File: src/rtl/adsbrs_pkg.sv
// constants, field helpers and state type for the reed solomon parity encoder
// assumes one clock domain and a payload source that obeys valid/ready
package adsbrs_pkg;
	localparam int SYM_W = 8;
	localparam int CNT_W = 6;
	localparam int NMAX = 14;
	localparam int N_SHORT_INT = 12;
	localparam int FIFO_DEPTH = 4;
	localparam logic [7:0] FIELD_POLY = 8'h87;
	localparam logic [7:0] ALPHA_ONE = 8'h01;
	localparam logic [7:0] ZERO_BYTE = 8'h00;
	localparam logic [5:0] K_SHORT = 6'h12;
	localparam logic [5:0] N_SHORT = 6'h0C;
	localparam logic [5:0] CW_SHORT = 6'h1E;
	localparam logic [5:0] K_LONG = 6'h22;
	localparam logic [5:0] N_LONG = 6'h0E;
	localparam logic [5:0] CW_LONG = 6'h30;
	localparam int ROOT_FIRST = 120;
	localparam int ROOT_LAST_SHORT = 131;
	localparam int ROOT_LAST_LONG = 133;
	// generator exponents, x^(n-1) coefficient first
	localparam int GEN_EXP_S [12] = '{76, 66, 157, 28, 92, 220, 88, 20, 145, 50, 56, 231};
	localparam int GEN_EXP_L [14] = '{82, 49, 21, 70, 26, 140, 135, 138, 22, 64, 13, 39, 70,
		241};

	typedef enum logic [1:0] {
		ST_IDLE = 2'b00,
		ST_DATA = 2'b01,
		ST_PARITY = 2'b11
	} adsbrs_state_t;

	function automatic logic [7:0] gf_times_alpha(input logic [7:0] a);
		return a[7] ? ({a[6:0], 1'b0} ^ FIELD_POLY) : {a[6:0], 1'b0};
	endfunction

	// elaboration only: turns a printed exponent into its byte
	function automatic logic [7:0] gf_alpha_pow(input int e);
		logic [7:0] v;
		v = ALPHA_ONE;
		for (int i = 0; i < e; i++) begin
			v = gf_times_alpha(v);
		end
		return v;
	endfunction
endpackage

File: src/rtl/adsbrs_stream_if.sv
// byte stream with valid/ready between the input fifo and the encoder core
// assumes both ends share one clock
`timescale 1ns/1ps
interface adsbrs_stream_if #(parameter int W = 8);
	logic valid;
	logic ready;
	logic [W-1:0] data;
	modport src (output valid, output data, input ready);
	modport snk (input valid, input data, output ready);
endinterface

File: src/rtl/adsbrs_encoder.sv
// top of the reed solomon parity encoder: fifo, parity register, output stage
// assumes the payload source sends exactly one message worth of bytes after start
`timescale 1ns/1ps
module adsbrs_encoder
	import adsbrs_pkg::*;
(
	// clock and reset
	input wire logic clk_in,
	input wire logic rst_b_in,
	// message control
	input wire logic start_in,
	input wire logic long_sel_in,
	output logic busy_out,
	// payload in
	input wire logic in_valid_in,
	input wire logic [7:0] in_data_in,
	output logic in_ready_out,
	// codeword out
	output logic out_valid_out,
	output logic [7:0] out_data_out,
	output logic out_parity_out,
	output logic out_last_out,
	input wire logic out_ready_in
);
	adsbrs_stream_if #(.W(SYM_W)) st ();

	adsbrs_state_t state_r;
	adsbrs_state_t state_nxt;
	logic long_r;
	logic [5:0] cnt_r;
	logic [5:0] cnt_nxt;
	logic [7:0] par_r [0:NMAX-1];
	logic [7:0] par_nxt [0:NMAX-1];
	logic [7:0] prod [0:NMAX-1];
	logic busy_r;
	logic out_valid_r;
	logic [7:0] out_data_r;
	logic out_parity_r;
	logic out_last_r;

	adsbrs_fifo #(
		.W(SYM_W),
		.D(FIFO_DEPTH)
	) u_fifo (
		.clk_in(clk_in),
		.rst_b_in(rst_b_in),
		.wr_valid_in(in_valid_in),
		.wr_data_in(in_data_in),
		.wr_ready_out(in_ready_out),
		.rd(st)
	);

	// handshake and sequencing terms
	wire out_free = !out_valid_r || out_ready_in;
	// a new start waits for the previous codeword to drain
	wire start_take = (state_r == ST_IDLE) && start_in && !out_valid_r;
	wire data_take = (state_r == ST_DATA) && st.valid && out_free;
	wire par_emit = (state_r == ST_PARITY) && out_free;
	wire [5:0] k_len = long_r ? K_LONG : K_SHORT;
	wire [5:0] n_len = long_r ? N_LONG : N_SHORT;
	wire last_data = data_take && (cnt_r == 6'(k_len - 6'h01));
	wire last_par = par_emit && (cnt_r == 6'(n_len - 6'h01));
	// feedback: incoming byte plus the most significant parity stage
	wire [7:0] fb = st.data ^ par_r[0];

	assign st.ready = (state_r == ST_DATA) && out_free;

	// parity register: stage 0 is the most significant and leaves first
	for (genvar gk = 0; gk < NMAX; gk++) begin : g_stage
		localparam logic [7:0] COEF_L = gf_alpha_pow(GEN_EXP_L[gk]);
		localparam logic [7:0] COEF_S = (gk < N_SHORT_INT) ?
			gf_alpha_pow(GEN_EXP_S[gk % N_SHORT_INT]) : ZERO_BYTE;
		wire [7:0] coef = long_r ? COEF_L : COEF_S;
		// short mode leaves the two low stages at zero, so stage 11 sees zero above
		wire [7:0] upper = (gk == NMAX-1) ? ZERO_BYTE : par_r[(gk+1) % NMAX];

		adsbrs_gf_mul u_mul (
			.a_in(fb),
			.b_in(coef),
			.p_out(prod[gk])
		);

		assign par_nxt[gk] = start_take ? ZERO_BYTE :
			data_take ? (upper ^ prod[gk]) :
			par_emit ? upper : par_r[gk];

		always_ff @(posedge clk_in or negedge rst_b_in) begin
			if (!rst_b_in) begin
				par_r[gk] <= ZERO_BYTE;
			end else begin
				par_r[gk] <= par_nxt[gk];
			end
		end
	end

	// sequence: idle, data, parity
	always_comb begin
		state_nxt = state_r;
		case (state_r)
			ST_IDLE: begin
				if (start_take) begin
					state_nxt = ST_DATA;
				end
			end
			ST_DATA: begin
				if (last_data) begin
					state_nxt = ST_PARITY;
				end
			end
			ST_PARITY: begin
				if (last_par) begin
					state_nxt = ST_IDLE;
				end
			end
			default: begin
				state_nxt = ST_IDLE;
			end
		endcase
	end

	// byte counter within the current phase
	assign cnt_nxt = (start_take || last_data || last_par) ? 6'h00 :
		(data_take || par_emit) ? 6'(cnt_r + 6'h01) : cnt_r;

	always_ff @(posedge clk_in or negedge rst_b_in) begin
		if (!rst_b_in) begin
			state_r <= ST_IDLE;
			long_r <= 1'b0;
			cnt_r <= 6'h00;
			busy_r <= 1'b0;
		end else begin
			state_r <= state_nxt;
			long_r <= start_take ? long_sel_in : long_r;
			cnt_r <= cnt_nxt;
			busy_r <= (state_nxt != ST_IDLE);
		end
	end

	// output stage: data passes unaltered, then parity msb stage first
	always_ff @(posedge clk_in or negedge rst_b_in) begin
		if (!rst_b_in) begin
			out_valid_r <= 1'b0;
			out_data_r <= ZERO_BYTE;
			out_parity_r <= 1'b0;
			out_last_r <= 1'b0;
		end else if (data_take) begin
			out_valid_r <= 1'b1;
			out_data_r <= st.data;
			out_parity_r <= 1'b0;
			out_last_r <= 1'b0;
		end else if (par_emit) begin
			out_valid_r <= 1'b1;
			out_data_r <= par_r[0];
			out_parity_r <= 1'b1;
			out_last_r <= last_par;
		end else if (out_ready_in) begin
			out_valid_r <= 1'b0;
			out_last_r <= 1'b0;
		end
	end

	assign busy_out = busy_r;
	assign out_valid_out = out_valid_r;
	assign out_data_out = out_data_r;
	assign out_parity_out = out_parity_r;
	assign out_last_out = out_last_r;

	// checking helpers: position of each accepted byte inside the codeword
	wire out_hs = out_valid_r && out_ready_in;
	logic [5:0] out_idx_r;

	always_ff @(posedge clk_in or negedge rst_b_in) begin
		if (!rst_b_in) begin
			out_idx_r <= 6'h00;
		end else if (out_hs) begin
			out_idx_r <= out_last_r ? 6'h00 : 6'(out_idx_r + 6'h01);
		end
	end
endmodule

File: src/rtl/adsbrs_gf_mul.sv
// combinational multiplier over the 256-element field
// assumes operands in polynomial basis, msb the highest alpha power
`timescale 1ns/1ps
module adsbrs_gf_mul
	import adsbrs_pkg::*;
(
	// operands
	input wire logic [7:0] a_in,
	input wire logic [7:0] b_in,
	// product
	output logic [7:0] p_out
);
	logic [7:0] shifted [0:8];
	logic [7:0] acc [0:8];

	assign shifted[0] = a_in;
	assign acc[0] = ZERO_BYTE;
	// shift-and-add, reduced each step so no wide product exists
	for (genvar gi = 0; gi < SYM_W; gi++) begin : g_bit
		assign shifted[gi+1] = gf_times_alpha(shifted[gi]);
		assign acc[gi+1] = acc[gi] ^ (b_in[gi] ? shifted[gi] : ZERO_BYTE);
	end
	assign p_out = acc[8];
endmodule

File: src/rtl/adsbrs_fifo.sv
// small synchronous fifo for payload bytes
// assumes one clock; ready on the fill side is registered
`timescale 1ns/1ps
module adsbrs_fifo #(
	parameter int W = 8,
	parameter int D = 4
) (
	// clock and reset
	input wire logic clk_in,
	input wire logic rst_b_in,
	// fill side
	input wire logic wr_valid_in,
	input wire logic [W-1:0] wr_data_in,
	output logic wr_ready_out,
	// drain side
	adsbrs_stream_if.src rd
);
	localparam int AW = $clog2(D);
	logic [W-1:0] mem [0:D-1];
	logic [AW-1:0] wp_r;
	logic [AW-1:0] rp_r;
	logic [AW:0] count_r;
	logic [AW:0] count_nxt;
	logic ready_r;
	wire push = wr_valid_in && ready_r;
	wire pop = rd.valid && rd.ready;

	assign rd.valid = (count_r != '0);
	assign rd.data = mem[rp_r];
	assign wr_ready_out = ready_r;
	assign count_nxt = count_r + {{AW{1'b0}}, push} - {{AW{1'b0}}, pop};

	always_ff @(posedge clk_in) begin
		if (push) begin
			mem[wp_r] <= wr_data_in;
		end
	end

	always_ff @(posedge clk_in or negedge rst_b_in) begin
		if (!rst_b_in) begin
			wp_r <= '0;
			rp_r <= '0;
			count_r <= '0;
			ready_r <= 1'b0;
		end else begin
			wp_r <= push ? AW'(wp_r + 1'b1) : wp_r;
			rp_r <= pop ? AW'(rp_r + 1'b1) : rp_r;
			count_r <= count_nxt;
			// back-pressure: ready drops on the same edge that fills the last slot
			ready_r <= (count_nxt < (AW+1)'(D));
		end
	end
endmodule

File: config.mk
export PLATFORM = sky130hd
export DESIGN_NAME = adsbrs_encoder
export DESIGN_NICKNAME = d
export VERILOG_FILES = /design/src/rtl/adsbrs_pkg.sv /design/src/rtl/adsbrs_stream_if.sv /design/src/rtl/adsbrs_encoder.sv /design/src/rtl/adsbrs_gf_mul.sv /design/src/rtl/adsbrs_fifo.sv
export SDC_FILE = /design/constraint.sdc
export NUM_CORES = 1
export LEC_CHECK = 0
export ABC_AREA = 1
export BUFFER_PORTS_ARGS = -buffer_cell sky130_fd_sc_hd__buf_2
export CELL_PAD_IN_SITES_DETAIL_PLACEMENT = 1
export CELL_PAD_IN_SITES_GLOBAL_PLACEMENT = 2
export CORE_ASPECT_RATIO = 0.7
export CORE_MARGIN = 3
export CORE_UTILIZATION = 40
export CTS_BUF_LIST = sky130_fd_sc_hd__clkbuf_4 sky130_fd_sc_hd__clkbuf_8 sky130_fd_sc_hd__clkbuf_16
export DETAILED_ROUTE_END_ITERATION = 8
export MAX_ROUTING_LAYER = met4
export PLACE_DENSITY_LB_ADDON = 0.1
export SKIP_CTS_REPAIR_TIMING = 1
export SLEW_MARGIN = 25
export SYNTH_ARGS = -nofsm -noshare
export SYNTH_HDL_FRONTEND = slang
export SYNTH_SLANG_ARGS = --single-unit
File: constraint.sdc
create_clock -name clk_in -period 7.35 [get_ports clk_in]
set_input_delay 0 -clock clk_in [delete_from_list [all_inputs] [get_ports clk_in]]
set_output_delay 0 -clock clk_in [all_outputs]
set_load 0.02 [all_outputs]
==> flow_summary.ini, run 1 <==
[global_routing]
antenna_found_initial = 1
grt_pass1_vias = 13282
track_usage = 0.310
overflow = 0
grt_max_degree = 79
grt_pass1_wl_mm = 82.3

[route]
wl_mm = 54.2
drtIter0Drc = 1126
drc = 0
vias = 13503
drt-pass1-iter-count = 5
vias_per_cell = 5.57
wl_per_cell_um = 22.4
ant_nets = 0

[cts]
root_buffer = clkbuf_16
cts_tree = built
clk_path_buf_depth = 2
cts.sinks = 173
htree_levels = 4
clk_latency_ns = 0.47
cts_inserted_buffers = 17
path_clk_slew_ns = 0.08

[logic_synthesis]
synth_adder_area_share = 0.00883
ys_ff_latch = 173
yosys.area.top_type = dfrtp_1
ys_top_cells_by_area = dfrtp_1, nand2_1, xor2_1
muxShareOfSynthArea = 0
ys_types = 49
synth_cells = 1992
synth_top_family_by_area = simple AND/OR/NAND/NOR gates
synth_fp_nets = 2015
yosys_warnings = 0
synth_compound_area_frac = 0.106
netlist_area_um2 = 13600
ys_seq_area_frac = 0.330
synth.top_cell.area_share = 0.259
synth_xor_area_frac = 0.108
synthSimpleGateAreaFrac = 0.357
synth_area_per_cell_um2 = 6.83

[sta]
period_share = 0.676
slew_viol_final = 0
relSlewSlack = 0.377
finalHoldViolCount = 1
setup_violations = 0
finalCriticalPeriod_ns = 4.97
tightest_slew_ns = 0.934
max_clock_freq_ghz = 0.201
rsz0062_at_grt = no
finClkSkew_ns = 0.0134
setup_tns_ns = 0
whs_ns = -0.0382

[floorplan]
die_area_um2 = 36300
start_util = 0.413
row_count = 55
die_h_um = 160
ios = 27
core-area_um2 = 32900
dieWidth_um = 226

[finish]
mostFrequentLayoutCell = nand2_1
drive_above_1_share = 0.0906
synthToLayoutAreaGrowth_pct = 7.83
nFillCells = 4261
fin_nets = 2008
mostFrequentLayoutCells = nand2_1, nand3_1, inv_1

[placement]
port_buffers = 26
globalplace.congestion = 0.963
dp_hpwl_mm = 40.5

[run_status]
status = complete, but fails checks
violations = negative hold slack

[job]
drv_cap = 0

[setup_path]
cp_max_fo = 18
required_ns = 7.70
endpoint_kind = register
arrival_ns = 5.32
worstSetupStartpointType = register
critical_path_class = reg -> reg

[worst_hold_path]
hold_class = in -> reg
## flip-flops by register name (all words and copies together), names as in the netlist
name and cells:
u_fifo.wp_r 2, long_r 1, u_fifo.count_r 3, busy_out 1
par_r 8, g_stage.upper 104, state_r 2, cnt_r 6
out_valid_out 1, u_fifo.rp_r 2, out_parity_out 1, u_fifo.wr_ready_out 1
out_data_out 8, out_last_out 1, u_fifo.mem 32
## cells in the mapped netlist, drive strengths merged
master   instances
o2111ai          1
o22ai           34
a21boi           2
a21o             4
nand2b           2
buf             44
a21oi           69
nand4           31
xor2           124
nand3b           3
a31oi            5
a22oi            1
o31ai            1
nor2           101
edfxtp          32
ha               8
o21ai          148
xnor2           31
nor3            11
nand3          214
nand2          726
fa               1
dfrtp          141
o21a             1
clkbuf          31
a211oi           1
inv            208
clkinv           2
o211ai           1
or2             14
## per-layer routing
layer | vias to the layer above | global-route usage | share of wire
met1 | 6681 | 0.474 | 0.51
met2 | 385 | 0.424 | 0.40
met5 | - | - | 0
met4 | 0 | 0.0614 | 0.014
li1 | 6383 | - | -
met3 | 54 | 0.0571 | 0.068
## critical path: stages (launching register included)
cell     delay, ns
dfrtp_1       0.75
inv_4         0.20
nand2_1       0.12
nand3_1       0.12
nand2_1       0.16
nand2_1       0.06
nand2_1       0.43
nand2_1       0.11
nand2_1       0.60
nand2_1       0.62
inv_1         0.53
nand2_1       0.13
nand3_1       0.15
nand2_1       0.08
xor2_1        0.29
nand2_1       0.15
nand3_1       0.11
nand2_1       0.05
nand3_1       0.08
nand2_1       0.07
## path summary, 6_finish.rpt
kind / from / end / slack [ns] / cells past startpoint
setup / recovery: u_fifo.rp_r[0]$_DFFE_PN0P_ / g_stage[6].upper[3]$_DFFE_PN0P_ / 2.38 / 19
hold / removal: start_in / long_r$_DFFE_PN0P_ / -0.04 / 5
setup reg to reg: u_fifo.rp_r[0]$_DFFE_PN0P_ / g_stage[6].upper[3]$_DFFE_PN0P_ / 2.38 / 19
hold reg to reg: out_data_out[0]$_DFFE_PN0P_ / out_data_out[0]$_DFFE_PN0P_ / 0.48 / 2
max in group asynchronous: rst_b_in / g_stage[8].upper[2]$_DFFE_PN0P_ / 5.81 / 3
min in group asynchronous: rst_b_in / out_data_out[5]$_DFFE_PN0P_ / 0.13 / 2
## kinds of logic (layout without fill, tap and decap cells)
logic type / Yosys count / after routing
simple gates: 1102 / 1102
flops: 173 / 173
xor+xnor: 155 / 155
fa+ha+maj: 9 / 9
buf+inv: 285 / 291
other cells: 0 / 1
compound gates: 268 / 268
## per-stage QoR
stage                     cell area [um2]  setup slack [ns]  instances  hold WS (ns)   util
after floorplan                     13600              4.48       1992        -0.296      -
after global placement              13900              2.35       2382        0.0869  0.424
after detailed placement            14000              2.57       2382        0.0937  0.424
after CTS                           14600              2.53       2414        -0.409  0.442
after global routing                14700              1.96       2426        0.0112  0.446
final                               14700              2.38       2426       -0.0382  0.446
## layout make-up
class / instances / area [um2] / area share
inverters: 210 / 792 / 0.0540
well taps: 427 / 534 / 0.0364
clock buffers: 17 / 425 / 0.0290
flip-flops and latches: 173 / 4490 / 0.306
repair buffers: 49 / 337 / 0.0230
clock inverters: 15 / 169 / 0.0115
multi-input cells: 1534 / 7920 / 0.540
diodes: 1 / 2.50 / 0.000171
Power of run 1 is not shown: default switching activity piles up to over one toggle a cycle in this logic, so the estimate is an artifact.
==> inputs of run 2 (changes only) <==
--- a/config.mk
+++ b/config.mk
@@ -5,13 +5,13 @@
 export SDC_FILE = /design/constraint.sdc
 export NUM_CORES = 1
 export LEC_CHECK = 0
-export ABC_AREA = 1
+export ABC_AREA = 0
 export BUFFER_PORTS_ARGS = -buffer_cell sky130_fd_sc_hd__buf_2
 export CELL_PAD_IN_SITES_DETAIL_PLACEMENT = 1
 export CELL_PAD_IN_SITES_GLOBAL_PLACEMENT = 2
 export CORE_ASPECT_RATIO = 0.7
 export CORE_MARGIN = 3
-export CORE_UTILIZATION = 40
+export CORE_UTILIZATION = 41
 export CTS_BUF_LIST = sky130_fd_sc_hd__clkbuf_4 sky130_fd_sc_hd__clkbuf_8 sky130_fd_sc_hd__clkbuf_16
 export DETAILED_ROUTE_END_ITERATION = 8
 export MAX_ROUTING_LAYER = met4
==> constraint.sdc (replaced) <==
create_clock -name clk_in -period 4.9 [get_ports clk_in]
set_input_delay 0 -clock clk_in [delete_from_list [all_inputs] [get_ports clk_in]]
set_output_delay 0 -clock clk_in [all_outputs]
set_load 0.02 [all_outputs]
==> flow_summary.ini, run 2 <==
[global_routing]
antenna_found_initial = 0
overflow = 0
grt_pass1_vias = 9177
grt_pass1_wl_mm = 59.5
grt_max_degree = 95
track_usage = 0.271

[setup_path]
endpoint_kind = register
worstSetupStartpointType = register
critical_path_class = reg -> reg
cp_max_fo = 9
r2r_end = g_stage[6].upper[2]$_DFFE_PN0P_
r2r_slack_ns = 0.71
required_ns = 5.19
worstRegToRegCells = 9
arrival_ns = 4.48
r2r_start = u_fifo.rp_r[0]$_DFFE_PN0P_

[cts]
root_buffer = clkbuf_16
clk_path_buf_depth = 2
path_clk_slew_ns = 0.08
cts.sinks = 173
cts_tree = built
cts_inserted_buffers = 17
htree_levels = 4
clk_latency_ns = 0.47

[floorplan]
row_count = 50
ios = 27
die_h_um = 146
start_util = 0.422
die_area_um2 = 30100
core-area_um2 = 27200
dieWidth_um = 206

[finish]
fin_nets = 1246
synthToLayoutAreaGrowth_pct = 12.9
largest_register_ffs = 104
diodes = 0
mostFrequentLayoutCells = xnor2_1, dfrtp_1, a21oi_1
mostFrequentLayoutCell = xnor2_1
drive_above_1_share = 0.129
finalInstanceArea_um2 = 13000

[logic_synthesis]
synth_most_common_cell = xnor2_1
synth_cells = 1202
yosys.area.top_type = dfrtp_1
synth_fp_nets = 1225
async_flop_share = 0.815
ys_top_cells_by_area = dfrtp_1, xnor2_1, edfxtp_1
ys_ff_latch = 173
netlist_top_cells_count = xnor2_1, dfrtp_1, a21oi_1, o21ai_0, nand2_1
synth.top_cell.area_share = 0.308
ys_seq_area_frac = 0.391
synth_area_per_cell_um2 = 9.54
synth_ff_type = dfrtp_1
netlist_area_um2 = 11500
ys_types = 58
yosys_warnings = 0
synth_edf_count = 32

[route]
drt-pass1-iter-count = 5
wl_met2_mm = 16.6
met1_length_mm = 20.1
top_layer = met4
wl_mm = 38.9
vias_per_cell = 5.78
dr_wl_met3_mm = 1.76
drc = 0
vias = 9249
drtIter0Drc = 622
ant_nets = 0
wl_per_cell_um = 24.3

[sta]
period_share = 0.855
finClkSkew_ns = 0.00977
relSlewSlack = 0.266
setup_violations = 0
finalCriticalPeriod_ns = 4.19
rsz0062_at_grt = no
setup_tns_ns = 0
finalHoldViolCount = 0
max_clock_freq_ghz = 0.239
tightest_slew_ns = 1.10
slew_viol_final = 0

[job]
drv_cap = 0

[run_status]
status = finished, final reports clean

[worst_hold_path]
hold_class = in -> async

[placement]
post_dp_cell_area_um2 = 12200
globalplace.congestion = 0.898
port_buffers = 26
dp_hpwl_mm = 26.2
## run 2: cell count changes after synthesis, sizes merged, moves of 37 or more
cell | previous run | this run
nand2 | 726 | 86
inv | 208 | 19
nand3 | 214 | 26
xnor2 | 31 | 202
a21oi | 69 | 122
xor2 | 124 | 77
a311oi | 0 | 37
clkbuf | 31 | 68
o21ai | 148 | 111
## run 2: how the worst max path moves through the flow
stage	slack [ns]	end	cells past startpoint	start
finish	0.71	g_stage[6].upper[2]$_DFFE_PN0P_	9	u_fifo.rp_r[0]$_DFFE_PN0P_
global route	0.62	g_stage[6].upper[2]$_DFFE_PN0P_	9	u_fifo.rp_r[0]$_DFFE_PN0P_
CTS	0.83	g_stage[5].upper[3]$_DFFE_PN0P_	11	u_fifo.rp_r[0]$_DFFE_PN0P_
detailed placement	0.87	g_stage[5].upper[3]$_DFFE_PN0P_	11	u_fifo.rp_r[0]$_DFFE_PN0P_
global placement	0.95	g_stage[11].upper[2]$_DFFE_PN0P_	9	u_fifo.rp_r[0]$_DFFE_PN0P_
floorplan	1.50	g_stage[8].upper[2]$_DFFE_PN0P_	10	u_fifo.rp_r[0]$_DFFE_PN0P_
## run 2: cell families (layout without fill, tap and decap cells)
logic type / after synthesis / in the layout / synth area share
compound gates: 339 / 339 / 0.178
xor+xnor: 287 / 287 / 0.247
fa+ha+maj: 9 / 9 / 0.0105
buf+inv: 109 / 143 / 0.0378
flops: 173 / 173 / 0.391
mux: 27 / 27 / 0.0326
simple gates: 258 / 258 / 0.103
## run 2: through the flow
stage | setup slack (ns) | instances | hold slack [ns] | utilization
global placement | 0.948 | 1554 | 0.190 | 0.448
finish | 0.711 | 1600 | 0.00620 | 0.477
detailed placement | 0.867 | 1554 | 0.192 | 0.448
global route | 0.622 | 1600 | 0.0257 | 0.477
CTS | 0.827 | 1586 | -0.311 | 0.471
floorplan | 1.50 | 1202 | -0.296 | -
## run 2: routing by layer
layer	global-route usage	vias to the layer above
li1	-	4211
met1	0.413	4834
met2	0.374	183
met3	0.0490	21
met4	0.0546	0
met5	-	-
## run 2: worst max-delay path, cell delays in order (launching register included)
cell,delay (ns)
dfrtp_1,0.63
buf_4,0.24
mux4_2,0.55
xnor2_2,0.20
xnor2_2,0.86
xnor2_4,0.31
xnor2_1,0.38
mux2i_1,0.15
xnor2_1,0.45
o21ai_0,0.23
## run 2: cell type report
| class | count | area (um2) |
|---|---|---|
| Fill cell | 3057 | 14200 |
| Multi-Input combinational cell | 920 | 6600 |
| Sequential cell | 173 | 4490 |
| Timing Repair Buffer | 91 | 707 |
| Tap cell | 364 | 455 |
| Clock buffer | 17 | 425 |
| Clock inverter | 15 | 194 |
| Inverter | 20 | 76.3 |
Power of run 2 is left out for the same reason.
